**src/hw/fbcd_pkg.sv**
```systemverilog
// Constants and types of the flash bank command decoder.
// Assumes a 22-bit word address and 16-bit command data.
package fbcd_pkg;
    localparam int ADDR_W = 22;
    localparam int DATA_W = 16;
    localparam int NUM_SECTORS = 135;
    localparam int NUM_BANKS = 2;
    // Command addresses compare on the low twelve bits.
    localparam logic [11:0] ADDR_UNLOCK1 = 12'h555;
    localparam logic [11:0] ADDR_UNLOCK2 = 12'h2AA;
    localparam logic [11:0] ADDR_CMD = 12'h555;
    localparam logic [7:0] DATA_UNLOCK1 = 8'hAA;
    localparam logic [7:0] DATA_UNLOCK2 = 8'h55;
    localparam logic [7:0] CMD_POWER_SAVE = 8'h70;
    localparam logic [7:0] CMD_LOCK = 8'h60;
    localparam logic [7:0] CMD_RESET = 8'hF0;
    localparam logic [7:0] CMD_AUTOSELECT = 8'h90;
    localparam logic [7:0] CMD_PROGRAM = 8'hA0;
    // Bank A holds addresses 300000h and up.
    localparam logic [1:0] BANK_A_TOP = 2'h3;
    localparam int LOCK_SELECT_BIT = 6;
    // Sector map: 32 Kword sectors, then eight 4 Kword boot sectors.
    localparam logic [6:0] SMALL_REGION = 7'h7F;
    localparam logic [7:0] SMALL_BASE = 8'h7F;
    localparam logic [7:0] BOOT_FIRST = 8'h85;
    // Autoselect offsets within a bank.
    localparam logic [7:0] OFS_MANUF = 8'h00;
    localparam logic [7:0] OFS_DEV1 = 8'h01;
    localparam logic [7:0] OFS_LOCK = 8'h02;
    localparam logic [7:0] OFS_HANDSHAKE = 8'h03;
    localparam logic [7:0] OFS_DEV2 = 8'h0E;
    localparam logic [7:0] OFS_DEV3 = 8'h0F;
    localparam logic [15:0] LOCKED_WORD = 16'h0001;
    localparam logic [15:0] UNLOCKED_WORD = 16'h0000;
    localparam logic [15:0] HANDSHAKE_WORD = 16'h0040;
    localparam int POLL_BIT = 7;

    typedef enum logic [1:0] {
        MODE_READ,
        MODE_SUSPEND_READ,
        MODE_AUTOSELECT,
        MODE_PROGRAM
    } fbcd_mode_type;

    typedef enum logic [2:0] {
        SEQ_IDLE,
        SEQ_UNLOCK1,
        SEQ_UNLOCK2,
        SEQ_PROG,
        SEQ_LOCK1,
        SEQ_LOCK2
    } fbcd_seq_type;

    typedef struct packed {
        logic [ADDR_W-1:0] addr;
        logic [DATA_W-1:0] data;
    } fbcd_cycle_type;
endpackage

```
**src/hw/fbcd_decoder.sv**
```systemverilog
// Command-sequence decoder of a dual-bank NOR flash: power saving,
// sector locks, reset, autoselect reads and word programming.
// Assumes all pins are synchronous to clk and that the array and the
// program engine sit outside, reached through the array ports.
// Behaviour
// - Power saving starts off; unlock, unlock, 555h/70h enables it.
// - Power saving, once on, clears only on hardware reset.
// - All sectors locked after reset; unlock needs the lock sequence.
// - Lock: 60h, 60h, then sector address with 60h; line 6 picks lock.
// - Lock sequence persists for more sectors until a write without 60h, such as reset F0h.
// - Write protect low forces the two outermost boot sectors locked; here boost elevated overrides it and unlocks them.
// - Boost input low locks all sectors; elevated unlocks all.
// - Reset command returns the bank its address selects to read or suspend-read.
// - Reset aborts an erase sequence; ignored once erase runs.
// - Reset aborts a program sequence; ignored once programming runs.
// - Reset aborts autoselect entry; autoselect exits only by reset.
// - After timeout flag, reset command returns banks to read mode.
// - Unlock, unlock, bank address with 90h; then repeated ID reads.
// - Offset 00h gives maker code; 01h, 0Eh, 0Fh the device code.
// - Sector plus 02h reads 0001 if locked, 0000 if unlocked.
// - Program is four writes; the last launches the internal algorithm.
// - On finish bank returns to read, drops address; status bits report.
// - Commands ignored during programming; hardware reset aborts it.
// - Programming only clears bits; ones cannot be restored.
// - Program addresses may come in any order, across sectors.
// - Address latches on address-valid rise, data on write-strobe rise.
// - Invalid or out-of-order writes abort the sequence to array read.
`timescale 1ns/1ps
`default_nettype none

module fbcd_decoder #(
    // Arbitrary identification values.
    parameter logic [15:0] MANUF_CODE = 16'h00A5,
    parameter logic [15:0] DEV_CODE1 = 16'h1111,
    parameter logic [15:0] DEV_CODE2 = 16'h2222,
    parameter logic [15:0] DEV_CODE3 = 16'h3333
) (
    // Clock and reset
    input wire logic clk,
    input wire logic nrst,
    // Host bus cycle pins
    input wire logic address_valid_n,
    input wire logic write_strobe_n,
    input wire logic output_enable_n,
    input wire logic [fbcd_pkg::ADDR_W-1:0] addr_in,
    input wire logic [fbcd_pkg::DATA_W-1:0] data_in,
    // Protection pins
    input wire logic write_protect_n,
    input wire logic boost_low,
    input wire logic boost_high,
    // Program engine and array
    input wire logic [fbcd_pkg::NUM_BANKS-1:0] prog_done,
    input wire logic [fbcd_pkg::NUM_BANKS-1:0] prog_timeout,
    input wire logic [fbcd_pkg::NUM_BANKS-1:0] erase_busy,
    input wire logic [fbcd_pkg::NUM_BANKS-1:0] erase_suspended,
    input wire logic [fbcd_pkg::DATA_W-1:0] array_word,
    output logic prog_req,
    output var fbcd_pkg::fbcd_cycle_type prog_word,
    // Read path
    output logic [fbcd_pkg::DATA_W-1:0] rd_data,
    output logic rd_from_array,
    // Status
    output logic power_saving,
    output var fbcd_pkg::fbcd_mode_type [fbcd_pkg::NUM_BANKS-1:0] bank_mode,
    output logic data_polling_bit,
    output logic toggle_bit,
    output logic alternate_toggle_bit,
    output logic timeout_error_flag
);
    logic avd_q;
    logic we_q;
    logic oe_q;
    logic [fbcd_pkg::ADDR_W-1:0] addr_latched;
    logic [fbcd_pkg::NUM_SECTORS-1:0] sector_locked;
    fbcd_pkg::fbcd_seq_type seq;
    fbcd_pkg::fbcd_seq_type next_seq;
    logic [fbcd_pkg::NUM_BANKS-1:0] prog_bank_mask;
    logic wr_evt;
    logic rd_done;
    fbcd_pkg::fbcd_cycle_type cyc;
    logic sel_bank;
    logic sel_busy;
    logic is_reset;
    logic low_is_cmd;
    logic [7:0] sel_sector;
    logic sel_locked;
    logic do_ps;
    logic do_autosel;
    logic do_prog;
    logic do_lock;

    function automatic logic [7:0] sector_of(input logic [fbcd_pkg::ADDR_W-1:0] a);
        if (a[21:15] == fbcd_pkg::SMALL_REGION)
            return fbcd_pkg::SMALL_BASE + {5'h00, a[14:12]};
        return {1'b0, a[21:15]};
    endfunction

    function automatic logic bank_of(input logic [fbcd_pkg::ADDR_W-1:0] a);
        return a[21:20] == fbcd_pkg::BANK_A_TOP;
    endfunction

    // Effective lock of one sector after both protection pins.
    function automatic logic locked_eff(input logic [7:0] s,
                                        input logic [fbcd_pkg::NUM_SECTORS-1:0] sw,
                                        input logic wp_n, input logic bl,
                                        input logic bh);
        if (bl || bh)
            return bl;
        return sw[s] | (!wp_n && s >= fbcd_pkg::BOOT_FIRST);
    endfunction

    // Pins are synchronous, so one register gives the rising edges.
    always_ff @(posedge clk or negedge nrst)
    begin
        if (!nrst)
        begin
            avd_q <= 1'b1;
            we_q <= 1'b1;
            oe_q <= 1'b1;
        end
        else
        begin
            avd_q <= address_valid_n;
            we_q <= write_strobe_n;
            oe_q <= output_enable_n;
        end
    end

    always_ff @(posedge clk or negedge nrst)
    begin
        if (!nrst)
            addr_latched <= '0;
        else if (address_valid_n && !avd_q)
            addr_latched <= addr_in;
    end

    // A write cycle completes on the write strobe rise with its data.
    assign wr_evt = write_strobe_n && !we_q;
    assign rd_done = output_enable_n && !oe_q;
    assign cyc.addr = addr_latched;
    assign cyc.data = data_in;
    assign sel_bank = bank_of(cyc.addr);
    assign sel_sector = sector_of(cyc.addr);
    assign sel_locked = locked_eff(sel_sector, sector_locked, write_protect_n,
                                   boost_low, boost_high);
    assign is_reset = cyc.data[7:0] == fbcd_pkg::CMD_RESET;
    assign low_is_cmd = cyc.addr[11:0] == fbcd_pkg::ADDR_CMD;
    // Writes to a bank that is programming or erasing never reach the sequencer.
    assign sel_busy = bank_mode[sel_bank] == fbcd_pkg::MODE_PROGRAM
                      || erase_busy[sel_bank];

    always_comb
    begin
        next_seq = fbcd_pkg::SEQ_IDLE;
        do_ps = 1'b0;
        do_autosel = 1'b0;
        do_prog = 1'b0;
        do_lock = 1'b0;
        case (seq)
            fbcd_pkg::SEQ_IDLE:
                if (cyc.addr[11:0] == fbcd_pkg::ADDR_UNLOCK1
                    && cyc.data[7:0] == fbcd_pkg::DATA_UNLOCK1)
                    next_seq = fbcd_pkg::SEQ_UNLOCK1;
                else if (cyc.data[7:0] == fbcd_pkg::CMD_LOCK)
                    next_seq = fbcd_pkg::SEQ_LOCK1;
            fbcd_pkg::SEQ_UNLOCK1:
                if (cyc.addr[11:0] == fbcd_pkg::ADDR_UNLOCK2
                    && cyc.data[7:0] == fbcd_pkg::DATA_UNLOCK2)
                    next_seq = fbcd_pkg::SEQ_UNLOCK2;
            fbcd_pkg::SEQ_UNLOCK2:
                if (low_is_cmd && cyc.data[7:0] == fbcd_pkg::CMD_POWER_SAVE)
                    do_ps = 1'b1;
                else if (low_is_cmd && cyc.data[7:0] == fbcd_pkg::CMD_AUTOSELECT)
                    do_autosel = 1'b1;
                else if (low_is_cmd && cyc.data[7:0] == fbcd_pkg::CMD_PROGRAM)
                    next_seq = fbcd_pkg::SEQ_PROG;
            // A reset here aborts; a locked target is dropped silently.
            fbcd_pkg::SEQ_PROG:
                do_prog = !is_reset && !sel_locked;
            fbcd_pkg::SEQ_LOCK1:
                if (cyc.data[7:0] == fbcd_pkg::CMD_LOCK)
                    next_seq = fbcd_pkg::SEQ_LOCK2;
            fbcd_pkg::SEQ_LOCK2:
                if (cyc.data[7:0] == fbcd_pkg::CMD_LOCK)
                begin
                    do_lock = 1'b1;
                    next_seq = fbcd_pkg::SEQ_LOCK2;
                end
            default:
                next_seq = fbcd_pkg::SEQ_IDLE;
        endcase
    end

    // Anything not matched above falls back to idle, aborting the sequence.
    always_ff @(posedge clk or negedge nrst)
    begin
        if (!nrst)
            seq <= fbcd_pkg::SEQ_IDLE;
        else if (wr_evt && !sel_busy)
            seq <= next_seq;
    end

    always_ff @(posedge clk or negedge nrst)
    begin
        if (!nrst)
            power_saving <= 1'b0;
        else if (wr_evt && !sel_busy && do_ps)
            power_saving <= 1'b1;
    end

    always_ff @(posedge clk or negedge nrst)
    begin
        if (!nrst)
            sector_locked <= '1;
        else if (wr_evt && !sel_busy && do_lock)
            sector_locked[sel_sector] <= !cyc.addr[fbcd_pkg::LOCK_SELECT_BIT];
    end

    // Per-bank mode. A hardware reset drops programming at once.
    for (genvar b = 0; b < fbcd_pkg::NUM_BANKS; b++)
    begin : g_bank
        logic hit;
        fbcd_pkg::fbcd_mode_type rest;
        assign hit = wr_evt && sel_bank == b[0];
        assign rest = erase_suspended[b] ? fbcd_pkg::MODE_SUSPEND_READ
                                         : fbcd_pkg::MODE_READ;
        always_ff @(posedge clk or negedge nrst)
        begin
            if (!nrst)
            begin
                bank_mode[b] <= fbcd_pkg::MODE_READ;
            end
            else
            begin
                case (bank_mode[b])
                    fbcd_pkg::MODE_PROGRAM:
                        if (prog_done[b])
                            bank_mode[b] <= rest;
                        else if (hit && is_reset && prog_timeout[b])
                            bank_mode[b] <= rest;
                    fbcd_pkg::MODE_AUTOSELECT:
                        if (hit && is_reset)
                            bank_mode[b] <= rest;
                    default:
                        if (hit && !erase_busy[b] && do_prog)
                            bank_mode[b] <= fbcd_pkg::MODE_PROGRAM;
                        else if (hit && !erase_busy[b] && do_autosel)
                            bank_mode[b] <= fbcd_pkg::MODE_AUTOSELECT;
                        else
                            bank_mode[b] <= rest;
                endcase
            end
        end
    end

    // Program launch; the word ANDs with the current contents.
    always_ff @(posedge clk or negedge nrst)
    begin
        if (!nrst)
        begin
            prog_req <= 1'b0;
            prog_word <= '0;
            prog_bank_mask <= '0;
        end
        else
        begin
            prog_req <= 1'b0;
            if (wr_evt && !sel_busy && do_prog)
            begin
                prog_req <= 1'b1;
                prog_word.addr <= cyc.addr;
                prog_word.data <= cyc.data & array_word;
                prog_bank_mask[sel_bank] <= 1'b1;
            end
            else if ((prog_done & prog_bank_mask) != '0)
            begin
                prog_word <= '0;
                prog_bank_mask <= '0;
            end
        end
    end

    // Read answer for the latched address, one cycle later.
    always_ff @(posedge clk or negedge nrst)
    begin
        if (!nrst)
        begin
            rd_data <= '0;
            rd_from_array <= 1'b1;
        end
        else
        begin
            rd_from_array <= 1'b0;
            rd_data <= '0;
            if (bank_mode[bank_of(addr_latched)] == fbcd_pkg::MODE_AUTOSELECT)
            begin
                case (addr_latched[7:0])
                    fbcd_pkg::OFS_MANUF: rd_data <= MANUF_CODE;
                    fbcd_pkg::OFS_DEV1: rd_data <= DEV_CODE1;
                    fbcd_pkg::OFS_DEV2: rd_data <= DEV_CODE2;
                    fbcd_pkg::OFS_DEV3: rd_data <= DEV_CODE3;
                    fbcd_pkg::OFS_HANDSHAKE: rd_data <= fbcd_pkg::HANDSHAKE_WORD;
                    fbcd_pkg::OFS_LOCK:
                    begin
                        rd_data <= locked_eff(sector_of(addr_latched), sector_locked,
                                              write_protect_n, boost_low, boost_high)
                                   ? fbcd_pkg::LOCKED_WORD
                                   : fbcd_pkg::UNLOCKED_WORD;
                    end
                    default: rd_data <= '0;
                endcase
            end
            else if (bank_mode[bank_of(addr_latched)] != fbcd_pkg::MODE_PROGRAM)
            begin
                rd_from_array <= 1'b1;
            end
        end
    end

    // Status bits of the running program operation.
    always_ff @(posedge clk or negedge nrst)
    begin
        if (!nrst)
        begin
            data_polling_bit <= 1'b0;
            toggle_bit <= 1'b0;
            alternate_toggle_bit <= 1'b0;
            timeout_error_flag <= 1'b0;
        end
        else if ((prog_bank_mask & ~prog_done) != '0)
        begin
            data_polling_bit <= !prog_word.data[fbcd_pkg::POLL_BIT];
            timeout_error_flag <= (prog_timeout & prog_bank_mask) != '0;
            if (rd_done)
            begin
                toggle_bit <= !toggle_bit;
                alternate_toggle_bit <= !alternate_toggle_bit;
            end
        end
        else
        begin
            data_polling_bit <= prog_word.data[fbcd_pkg::POLL_BIT];
            timeout_error_flag <= 1'b0;
        end
    end
endmodule

`default_nettype wire

```
**config.mk**
```make
export PLATFORM = sky130hd
export DESIGN_NAME = fbcd_decoder
export DESIGN_NICKNAME = d
export VERILOG_FILES = /design/src/hw/fbcd_pkg.sv /design/src/hw/fbcd_decoder.sv
export SDC_FILE = /design/constraint.sdc
export NUM_CORES = 1
export LEC_CHECK = 0
export BUFFER_PORTS_ARGS = -buffer_cell sky130_fd_sc_hd__clkbuf_2
export CORE_UTILIZATION = 63
export DETAILED_ROUTE_END_ITERATION = 16
export PLACE_DENSITY = 0.85
export SLEW_MARGIN = 30
export SYNTH_ARGS = -nofsm -noshare
export SYNTH_HDL_FRONTEND = slang
export SYNTH_SLANG_ARGS = --single-unit
```
**constraint.sdc**
```tcl
create_clock -name clk -period 9.8 [get_ports clk]
set_clock_uncertainty 0.15 [all_clocks]
set_input_delay 1.96 -clock clk [delete_from_list [all_inputs] [get_ports clk]]
set_output_delay 1.96 -clock clk [all_outputs]
set_load 0.01 [all_outputs]
```
## Word level (Yosys, flattened, before mapping)

Cells that the tools add are included.

- Flip-flop bits (word level): 230
- Input port bits: 70
- Output and inout bits: 65
- Logic and storage cells: 193

- $add $sub $neg: 1
- $lt $le $gt $ge: 7
- Equality and inequality tests: 32
- Multiplexer cells: 71
- Bitwise logic cells: 9
- Reductions and logical operators: 54

Operators with widths:

| operator | number |
|---|---|
| $bwmux 135 | 1 |
| $pmux 16 s6 | 1 |
| $mux 38 | 2 |
| $mux 8 | 5 |
| $mux 2 | 18 |
| $mux 1 | 33 |
| $eq 8x8->1 const B | 4 |
| $logic_and 1x1->1 | 29 |
| $eq 8x7->1 const B | 3 |
| $lt 8x9->1 const B | 2 |
| $and 16x16->16 | 1 |
| $bmux 1 s8 | 2 |
| $eq 8x2->1 const B | 2 |
| $eq 8x4->1 const B | 2 |
| $ge 8x8->1 const B | 2 |
| $mux 16 | 1 |
| $eq 2x2->1 const B | 7 |
| $logic_not 1->1 | 13 |
| $eq 12x10->1 const B | 1 |
| $eq 12x11->1 const B | 1 |
| $pmux 3 s4 | 1 |
| $mux 3 | 3 |
| $add 7x3->8 const A | 1 |
| $demux 1 s8 | 1 |
| 23 further kinds | 38 |

## Depth between registers and ports, before layout

Gate-level depths: netlist of the first run.

- Depth in word-level cells: 17
- Depth in mapped cells: 15
- Depth with buffers taken out: 12

## Worst setup path before layout of the first run

No wires, ideal clock.

- Kind: input to register
- Start: input port data_in[0] in the netlist's numbering
- End: register sector_locked[130] in the netlist's numbering
- Library setup time: 91 ps
- Arrival: 3752 ps
- Required time: 9559 ps
- Setup slack: 5808 ps
- Stages on the path: 9
- Buffers on the path: 1
- Path through: nor2_1 and4_1 nor4b_1 nand2_1 nor4_1 nand2_1 clkbuf_1 o21ai_0 o31ai_1

- Cells in the longest elaborated chain, start to end: 4

RTL lines:

| item | line | RTL |
|---|---|---|
| start: declaration | fbcd_decoder.sv:46 | `input wire logic [fbcd_pkg::DATA_W-1:0] data_in,` |
| $eq 8x7->1 | fbcd_decoder.sv:184 | `if (cyc.data[7:0] == fbcd_pkg::CMD_LOCK)` |
| $mux 1 | fbcd_decoder.sv:184 |  |
| $mux 1 | fbcd_decoder.sv:159 | `case (seq)` |
| $logic_and 1x1->1 | fbcd_decoder.sv:215 | `else if (wr_evt && !sel_busy && do_lock)` |
| end signal: indexed assignment | fbcd_decoder.sv:216 | `sector_locked[sel_sector] <= !cyc.addr[fbcd_pkg::LOCK_SELECT_BIT];` |
| end: declaration | fbcd_decoder.sv:74 | `logic [fbcd_pkg::NUM_SECTORS-1:0] sector_locked;` |

Every way passes these cells.
A chain may end at the register's enable or synchronous reset.

## Final worst setup path of the first run

- Start: register addr_latched[15] in the netlist's numbering
- End: register prog_word[5] in the netlist's numbering

- Cells in the longest elaborated chain, start to end: 12
- Elaborated cells between the ends (all ways): 15
- Classes of those cells: order compare (1); eq/ne (1); mux (7); bitwise (1); reduce/logical (5)

RTL lines:

| item | line | RTL |
|---|---|---|
| start: declaration | fbcd_decoder.sv:73 | `logic [fbcd_pkg::ADDR_W-1:0] addr_latched;` |
| start signal: assignment | fbcd_decoder.sv:134 | `addr_latched <= addr_in;` |
| $eq 7x7->1 | fbcd_decoder.sv:93 | `if (a[21:15] == fbcd_pkg::SMALL_REGION)` |
| $mux 1 | fbcd_decoder.sv:93 |  |
| $mux 8 * | fbcd_decoder.sv:95 | `return {1'b0, a[21:15]};` |
| $bmux 1 s8 / $ge 8x8->1 (equally long branches) | fbcd_decoder.sv:109 | `return sw[s] \| (!wp_n && s >= fbcd_pkg::BOOT_FIRST);` |
| $mux 1 (implied by the code) / $logic_and 1x1->1 (equally long branches) | fbcd_decoder.sv:109 |  |
| $or 1x1->1 * | fbcd_decoder.sv:109 |  |
| $mux 1 * | fbcd_decoder.sv:109 |  |
| $logic_not 1->1 * | fbcd_decoder.sv:179 | `do_prog = !is_reset && !sel_locked;` |
| $logic_and 1x1->1 * | fbcd_decoder.sv:179 |  |
| $mux 1 * | fbcd_decoder.sv:159 |  |
| $logic_and 1x1->1 * | fbcd_decoder.sv:268 | `if (wr_evt && !sel_busy && do_prog)` |
| $mux 38 / $reduce_bool 2->1 (equally long branches) | -- |  |
| end: declaration | fbcd_decoder.sv:58 | `output var fbcd_pkg::fbcd_cycle_type prog_word,` |

Every way passes the cells marked *; elsewhere a longest branch is shown, timed or not. The select of a mux whose other input is x is not followed.

==> flow_metrics.py, run 1 <==
metrics = {
    "outcome": {
        "status": "completed",
    },
    "finish": {
        "fin_nets": 1280,
        "final_cell_mix": "169 x o21ai_0, 162 x nand2_1, 139 x dfstp_2, 136 x o31ai_1, 128 x clkbuf_2",
        "multi_input_area_um2": 4931,
        "seqCellArea_um2": 5683,
        "diodes": 0,
        "fillers": 1293,
        "area_growth_pct": 10.71,
        "layout_commonest_cell": "o21ai_0",
        "drive_gt1_share_pct": 28.26,
        "finalInstanceArea_um2": 12440,
    },
    "global_route": {
        "grt.total_usage_pct": 33.30,
        "grt_max_degree": 94,
        "grt-ovfl-total": 0,
        "grt_pass1_wl_mm": 47.73,
        "grt_pass1_vias": 9089,
        "antenna_found_initial": 0,
    },
    "cts": {
        "cts.sink_count": 220,
        "post_cts_resized": 0,
        "cts_buffers": 23,
        "htree_levels": 1,
        "ctsHoldBuffers": 0,
        "tritoncts": "yes",
        "clock_latency_ns": 0.50,
        "post-cts-setup-buffers": 0,
        "cts.path.max_buffers": 3,
        "clkTransAtPathRegs_ns": 0.06,
        "root_buffer": "clkbuf_16",
    },
    "die": {
        "coreArea_um2": 17360,
        "floorplan.initialDensity_pct": 64.74,
        "die_w_um": 135.6,
        "die_area_um2": 18380,
        "rows": 48,
        "die_h_um": 135.6,
        "ioPinCount": 135,
    },
    "placement": {
        "io_buffers": 129,
        "dpl_cell_area_um2": 11730,
        "dp_hpwl_mm": 19.11,
        "gp_congestion": 0.9402,
    },
    "power": {
        "power_density_nw_per_um2": 165.0,
        "power.leakage_uw": 0.005082,
        "ir_drop_mv": 0.1283,
    },
    "timing": {
        "hold_viol": 0,
        "period_needed_ns": 4.853,
        "slew_viol_final": 0,
        "worst_pin_slew_ns": 0.9774,
        "setup_tns_ns": 0,
        "post-route-period-util_pct": 49.52,
        "setup_viol": 0,
        "max_freq_mhz": 206.1,
        "maxSlewHeadroom_pct": 34.24,
        "rsz0062_at_grt": "no",
    },
    "yosys": {
        "synth_cells": 1150,
        "synth_cell_types": 75,
        "synth_area_um2": 11240,
        "ys_ff_latch": 220,
        "yosysWarnings": 0,
        "synth-edff-count": 0,
        "avgSynthCellArea_um2": 9.771,
        "yosysSeqAreaShare_pct": 50.54,
        "async_flop_share_pct": 100.0,
        "synth-main-ff-cell": "dfstp_2",
    },
    "worst_setup_path": {
        "critPathTopFamily": "compound AO/OA/AOI/OAI gates",
        "worstPathCellList": "clkinv_1, a21oi_4, nor2_4, a221o_1, o22ai_1, a311oi_1, a311oi_4, nand3_4, mux2i_1",
        "crit_path_end_kind": "flop",
        "crit_path_top_delay_cell": "a21oi_4",
        "crit_type": "flop to flop",
        "worst_ep_required_time_ns": 10.05,
        "worst_path_largest_cell_delay_ns": 0.77,
        "crit_path_start_kind": "flop",
        "worstPathArrival_ns": 5.10,
        "crit_path_max_fanout": 40,
        "critical_path_buf_inv_count": 1,
    },
    "routing": {
        "drc": 0,
        "avgRoutedWirePerCell_um": 20.80,
        "drt_iter0_markers": 957,
        "ant_nets": 0,
        "vias_per_cell": 6.676,
        "vias": 9653,
        "wl_mm": 30.08,
        "drt-pass1-iter-count": 5,
    },
    "min_path": {
        "hold_class": "flop to flop",
    },
    "run": {
        "maxCapViolCount": 0,
    },
}
==> cell type report <==
type                            count  share of cell area (%)
Multi-Input combinational cell    794                   39.64
Inverter                           31                  0.9353
Sequential cell                   220                   45.68
Timing Repair Buffer              138                   5.833
Clock buffer                       33                   5.250
Clock inverter                      5                  0.4023
Tap cell                          225                   2.263
==> cell families after synthesis <==
family	share of synthesized area, %
other	0.03337
XOR/XNOR	0.2339
AND/OR/NAND/NOR	12.55
AO/OA/AOI/OAI	25.94
flip-flops	50.54
multiplexers	4.521
adder cells (fa/ha/maj)	0.2227
buffers and inverters	5.957
==> flip-flops by register name, indices dropped and copies added, names as in the netlist, 2 cells and up <==
name            flops
addr_latched       22
bank_mode           4
prog_bank_mask      2
prog_word          38
rd_data             6
sector_locked     135
seq                 3
==> synthesized netlist by cell type (all sizes together), types with 20 or more instances <==
library cell	number	share of area, %
clkbuf	75	2.5
nor3	20	0.99
mux2i	44	3.9
buf	34	2.4
nand2	168	5.6
a21oi	48	2.2
inv	29	0.97
nor2	27	0.97
o31ai	139	9.6
dfstp	139	33
dfrtp	81	18
o21ai	171	7.6
nand3	21	1.2
==> metal layers <==
layer  track usage, %  vias up  wire length [um]
li1                 -     4350                 -
met1            44.37     4663             11920
met2            54.39      544             14390
met3            4.227       96              2580
met4            15.29        0              1192
met5                0        -                 0
==> power breakdown <==
group / internal (uW) / switching [uW] / total, uW / leakage [uW]
Combinational: 65.6 / 194 / 260 / 0.00222
Sequential: 927 / 36.1 / 963 / 0.00252
Clock: 485 / 344 / 829 / 0.000349
Total: 1480 / 575 / 2050 / 0.00508
==> stage by stage <==
step / instances / hold WS (ns) / worst slack, ns / util [%] / power (uW)
finish: 1446 / 0.3273 / 4.947 / 71.68 / 2052
global route: 1446 / 0.3614 / 4.719 / 71.68 / 2118
CTS: 1446 / 0.3274 / 5.060 / 71.63 / 2054
detailed placement: 1408 / 0.3147 / 4.879 / 67.58 / 1225
global placement: 1408 / 0.2975 / 4.998 / 67.49 / 1219
floorplan: 1154 / 0.3215 / 5.808 / - / 1136
==> worst paths after layout <==
path                            cells after the start  slack (ns)                     endpoint                          from
worst max register to register                      9        4.95     prog_word[5]$_DFFE_PN0P_  addr_latched[15]$_DFFE_PN0P_
min in group asynchronous                           1        1.33  addr_latched[9]$_DFFE_PN0P_                          nrst
worst min-delay path                                1        0.33       toggle_bit$_DFFE_PN0P_        toggle_bit$_DFFE_PN0P_
worst min register to register                      1        0.33       toggle_bit$_DFFE_PN0P_        toggle_bit$_DFFE_PN0P_
worst max-delay path                                9        4.95     prog_word[5]$_DFFE_PN0P_  addr_latched[15]$_DFFE_PN0P_
max in group asynchronous                           3        6.34           seq[0]$_DFFE_PN0P_                          nrst
Power figures use the tool's default switching activity.
==> run 2, diff against run 1 <==
--- a/config.mk
+++ b/config.mk
@@ -6,9 +6,9 @@
 export NUM_CORES = 1
 export LEC_CHECK = 0
 export BUFFER_PORTS_ARGS = -buffer_cell sky130_fd_sc_hd__clkbuf_2
-export CORE_UTILIZATION = 63
+export CORE_UTILIZATION = 53
 export DETAILED_ROUTE_END_ITERATION = 16
-export PLACE_DENSITY = 0.85
+export PLACE_DENSITY = 0.77
 export SLEW_MARGIN = 30
 export SYNTH_ARGS = -nofsm -noshare
 export SYNTH_HDL_FRONTEND = slang
==> constraint.sdc (replaced) <==
create_clock -name clk -period 4.3 [get_ports clk]
set_clock_uncertainty 0.15 [all_clocks]
set_input_delay 0.86 -clock clk [delete_from_list [all_inputs] [get_ports clk]]
set_output_delay 0.86 -clock clk [all_outputs]
set_load 0.01 [all_outputs]
==> run 2 against run 1 <==
First-iteration DRC count fell by 10%. Register-to-register slack got worse by 4.7 ns. Design area rose by 2.4%.
==> flow_metrics.py, run 2 (synthesized netlist as in run 1, its figures left out) <==
metrics = {
    "outcome": {
        "status": "completed",
    },
    "routing": {
        "drc": 0,
        "drt_iter0_markers": 860,
        "vias_per_cell": 6.262,
        "routed.top_layer": "met4",
        "vias": 9455,
        "wl_mm": 30.44,
        "wl_met3_mm": 2.212,
        "drt-pass1-iter-count": 7,
        "wl_met2_mm": 14.27,
        "ant_nets": 0,
        "wirelength_met1_mm": 13.01,
        "avgRoutedWirePerCell_um": 20.16,
    },
    "worst_setup_path": {
        "crit_path_end_kind": "flop",
        "worst_path_largest_cell_delay_ns": 0.54,
        "worst_ep_required_time_ns": 4.57,
        "worstPathArrival_ns": 4.33,
        "worstPathCellList": "inv_1, ha_1, nand2_1, o31a_1, a32o_1, nor3_1, or4_1, nor3_1, nand4_2, nand3_4, buf_6, mux2i_1",
        "crit_path_start_kind": "flop",
        "crit_path_top_delay_cell": "or4_1",
        "critPathMostFrequentCell": "nor3_1",
        "crit_path_max_fanout": 40,
        "crit_type": "flop to flop",
    },
    "finish": {
        "multi_input_area_um2": 4931,
        "final_cell_mix": "169 x o21ai_0, 162 x nand2_1, 139 x dfstp_2, 136 x o31ai_1, 128 x clkbuf_2",
        "seqCellArea_um2": 5683,
        "drive_gt1_share_pct": 29.35,
        "finalInstanceArea_um2": 12740,
        "fin_nets": 1294,
        "largest_reg_flops": 135,
        "layout_commonest_cell": "o21ai_0",
        "fillers": 1703,
        "diodes": 0,
        "fin_cells": 1510,
        "area_growth_pct": 13.41,
        "top_register": "sector_locked",
        "reg.largest.list": "sector_locked: 135 flops, prog_word: 38 flops, addr_latched: 22 flops",
    },
    "cts": {
        "clkTransAtPathRegs_ns": 0.06,
        "ctsHoldBuffers": 0,
        "clock_latency_ns": 0.53,
        "cts_buffers": 24,
        "root_buffer": "clkbuf_16",
        "cts.path.max_buffers": 3,
        "htree_levels": 1,
        "tritoncts": "yes",
        "cts.sink_count": 220,
    },
    "die": {
        "coreArea_um2": 20490,
        "die_h_um": 147.6,
        "floorplan.initialDensity_pct": 54.83,
        "die_w_um": 147.6,
        "rows": 52,
        "die_area_um2": 21790,
        "ioPinCount": 135,
    },
    "timing": {
        "post-route-period-util_pct": 94.20,
        "fin_ws_ns": 0.2493,
        "maxSlewHeadroom_pct": 41.94,
        "setup_tns_ns": 0,
        "period_needed_ns": 4.051,
        "max_freq_mhz": 246.9,
        "hold_viol": 0,
        "rsz0062_at_grt": "no",
        "setup_viol": 0,
        "slew_viol_final": 0,
        "worst_pin_slew_ns": 0.8710,
    },
    "power": {
        "power.leakage_uw": 0.005209,
        "ir_drop_mv": 0.2563,
        "power_density_nw_per_um2": 387.9,
        "total_power_uw": 4943,
    },
    "global_route": {
        "grt_max_degree": 115,
        "grt_pass1_vias": 9076,
        "grt.total_usage_pct": 28.12,
        "antenna_found_initial": 0,
        "grt_pass1_wl_mm": 48.87,
        "grt-ovfl-total": 0,
    },
    "placement": {
        "dp_slack_ns": 0.1837,
        "dpl.cell_count": 1466,
        "gp_congestion": 0.9334,
        "dpl_cell_area_um2": 11900,
        "dp_hpwl_mm": 20.07,
        "io_buffers": 129,
    },
    "min_path": {
        "hold_class": "input pin to asynchronous set/reset pin",
    },
    "run": {
        "maxCapViolCount": 0,
    },
}
[run 2: where the power goes]
part,switching (uW),internal (uW)
Sequential,76.9,2110
Combinational,439,163
Clock,837,1310
[run 2: final cells by class]
type | instances | share of cell area, %
repair buffers | 151 | 6.598
clock inverters | 8 | 1.011
inverters | 31 | 0.9131
clock buffers | 36 | 5.538
multi-input cells | 794 | 38.69
flip-flops and latches | 220 | 44.59
well taps | 270 | 2.651
[run 2: final timing paths]
kind | startpoint | endpoint | slack [ns] | depth (start not counted)
max | addr_latched[12]$_DFFE_PN0P_ | prog_word[15]$_DFFE_PN0P_ | 0.25 | 12
min | nrst | prog_word[26]$_DFFE_PN0P_ | 0.25 | 1
max reg2reg | addr_latched[12]$_DFFE_PN0P_ | prog_word[15]$_DFFE_PN0P_ | 0.25 | 12
max in group asynchronous | nrst | sector_locked[120]$_DFFE_PN1P_ | 2.78 | 2
min in group clk | address_valid_n | avd_q$_DFF_PN1_ | 0.28 | 1
min reg2reg | power_saving$_DFFE_PN0P_ | power_saving$_DFFE_PN0P_ | 0.31 | 2
[run 2: metal layers]
metal | GRT usage [%] | vias up
met1 | 38.76 | 4574
li1 | - | 4396
met3 | 3.673 | 62
met5 | 0 | -
met2 | 45.61 | 423
met4 | 10.15 | 0
[run 2: critical path: cells and delay by family (launching register included)]
family	cells	cell delay, ns
compound gates	2	0.74
fa+ha+maj	1	0.34
buf+inv	2	0.51
flops	1	0.52
mux	1	0.28
simple gates	6	1.34
[run 2: repair_timing]
| action | 4_1_cts | 5_1_grt |
|---|---|---|
| setup endpoints to repair | 0 | 39 |
| buffers inserted | 0 | 0 |
| resized for setup | 0 | 1 |
[run 2: metrics by stage]
| stage | hold slack (ns) | utilization (%) |
|---|---|---|
| 2_1_floorplan | 0.3215 | - |
| 3_3_place_gp | 0.3029 | 57.97 |
| 3_5_place_dp | 0.2968 | 58.05 |
| 4_1_cts | 0.2580 | 62.12 |
| 5_1_grt | 0.2722 | 62.18 |
| 6_report | 0.2500 | 62.18 |
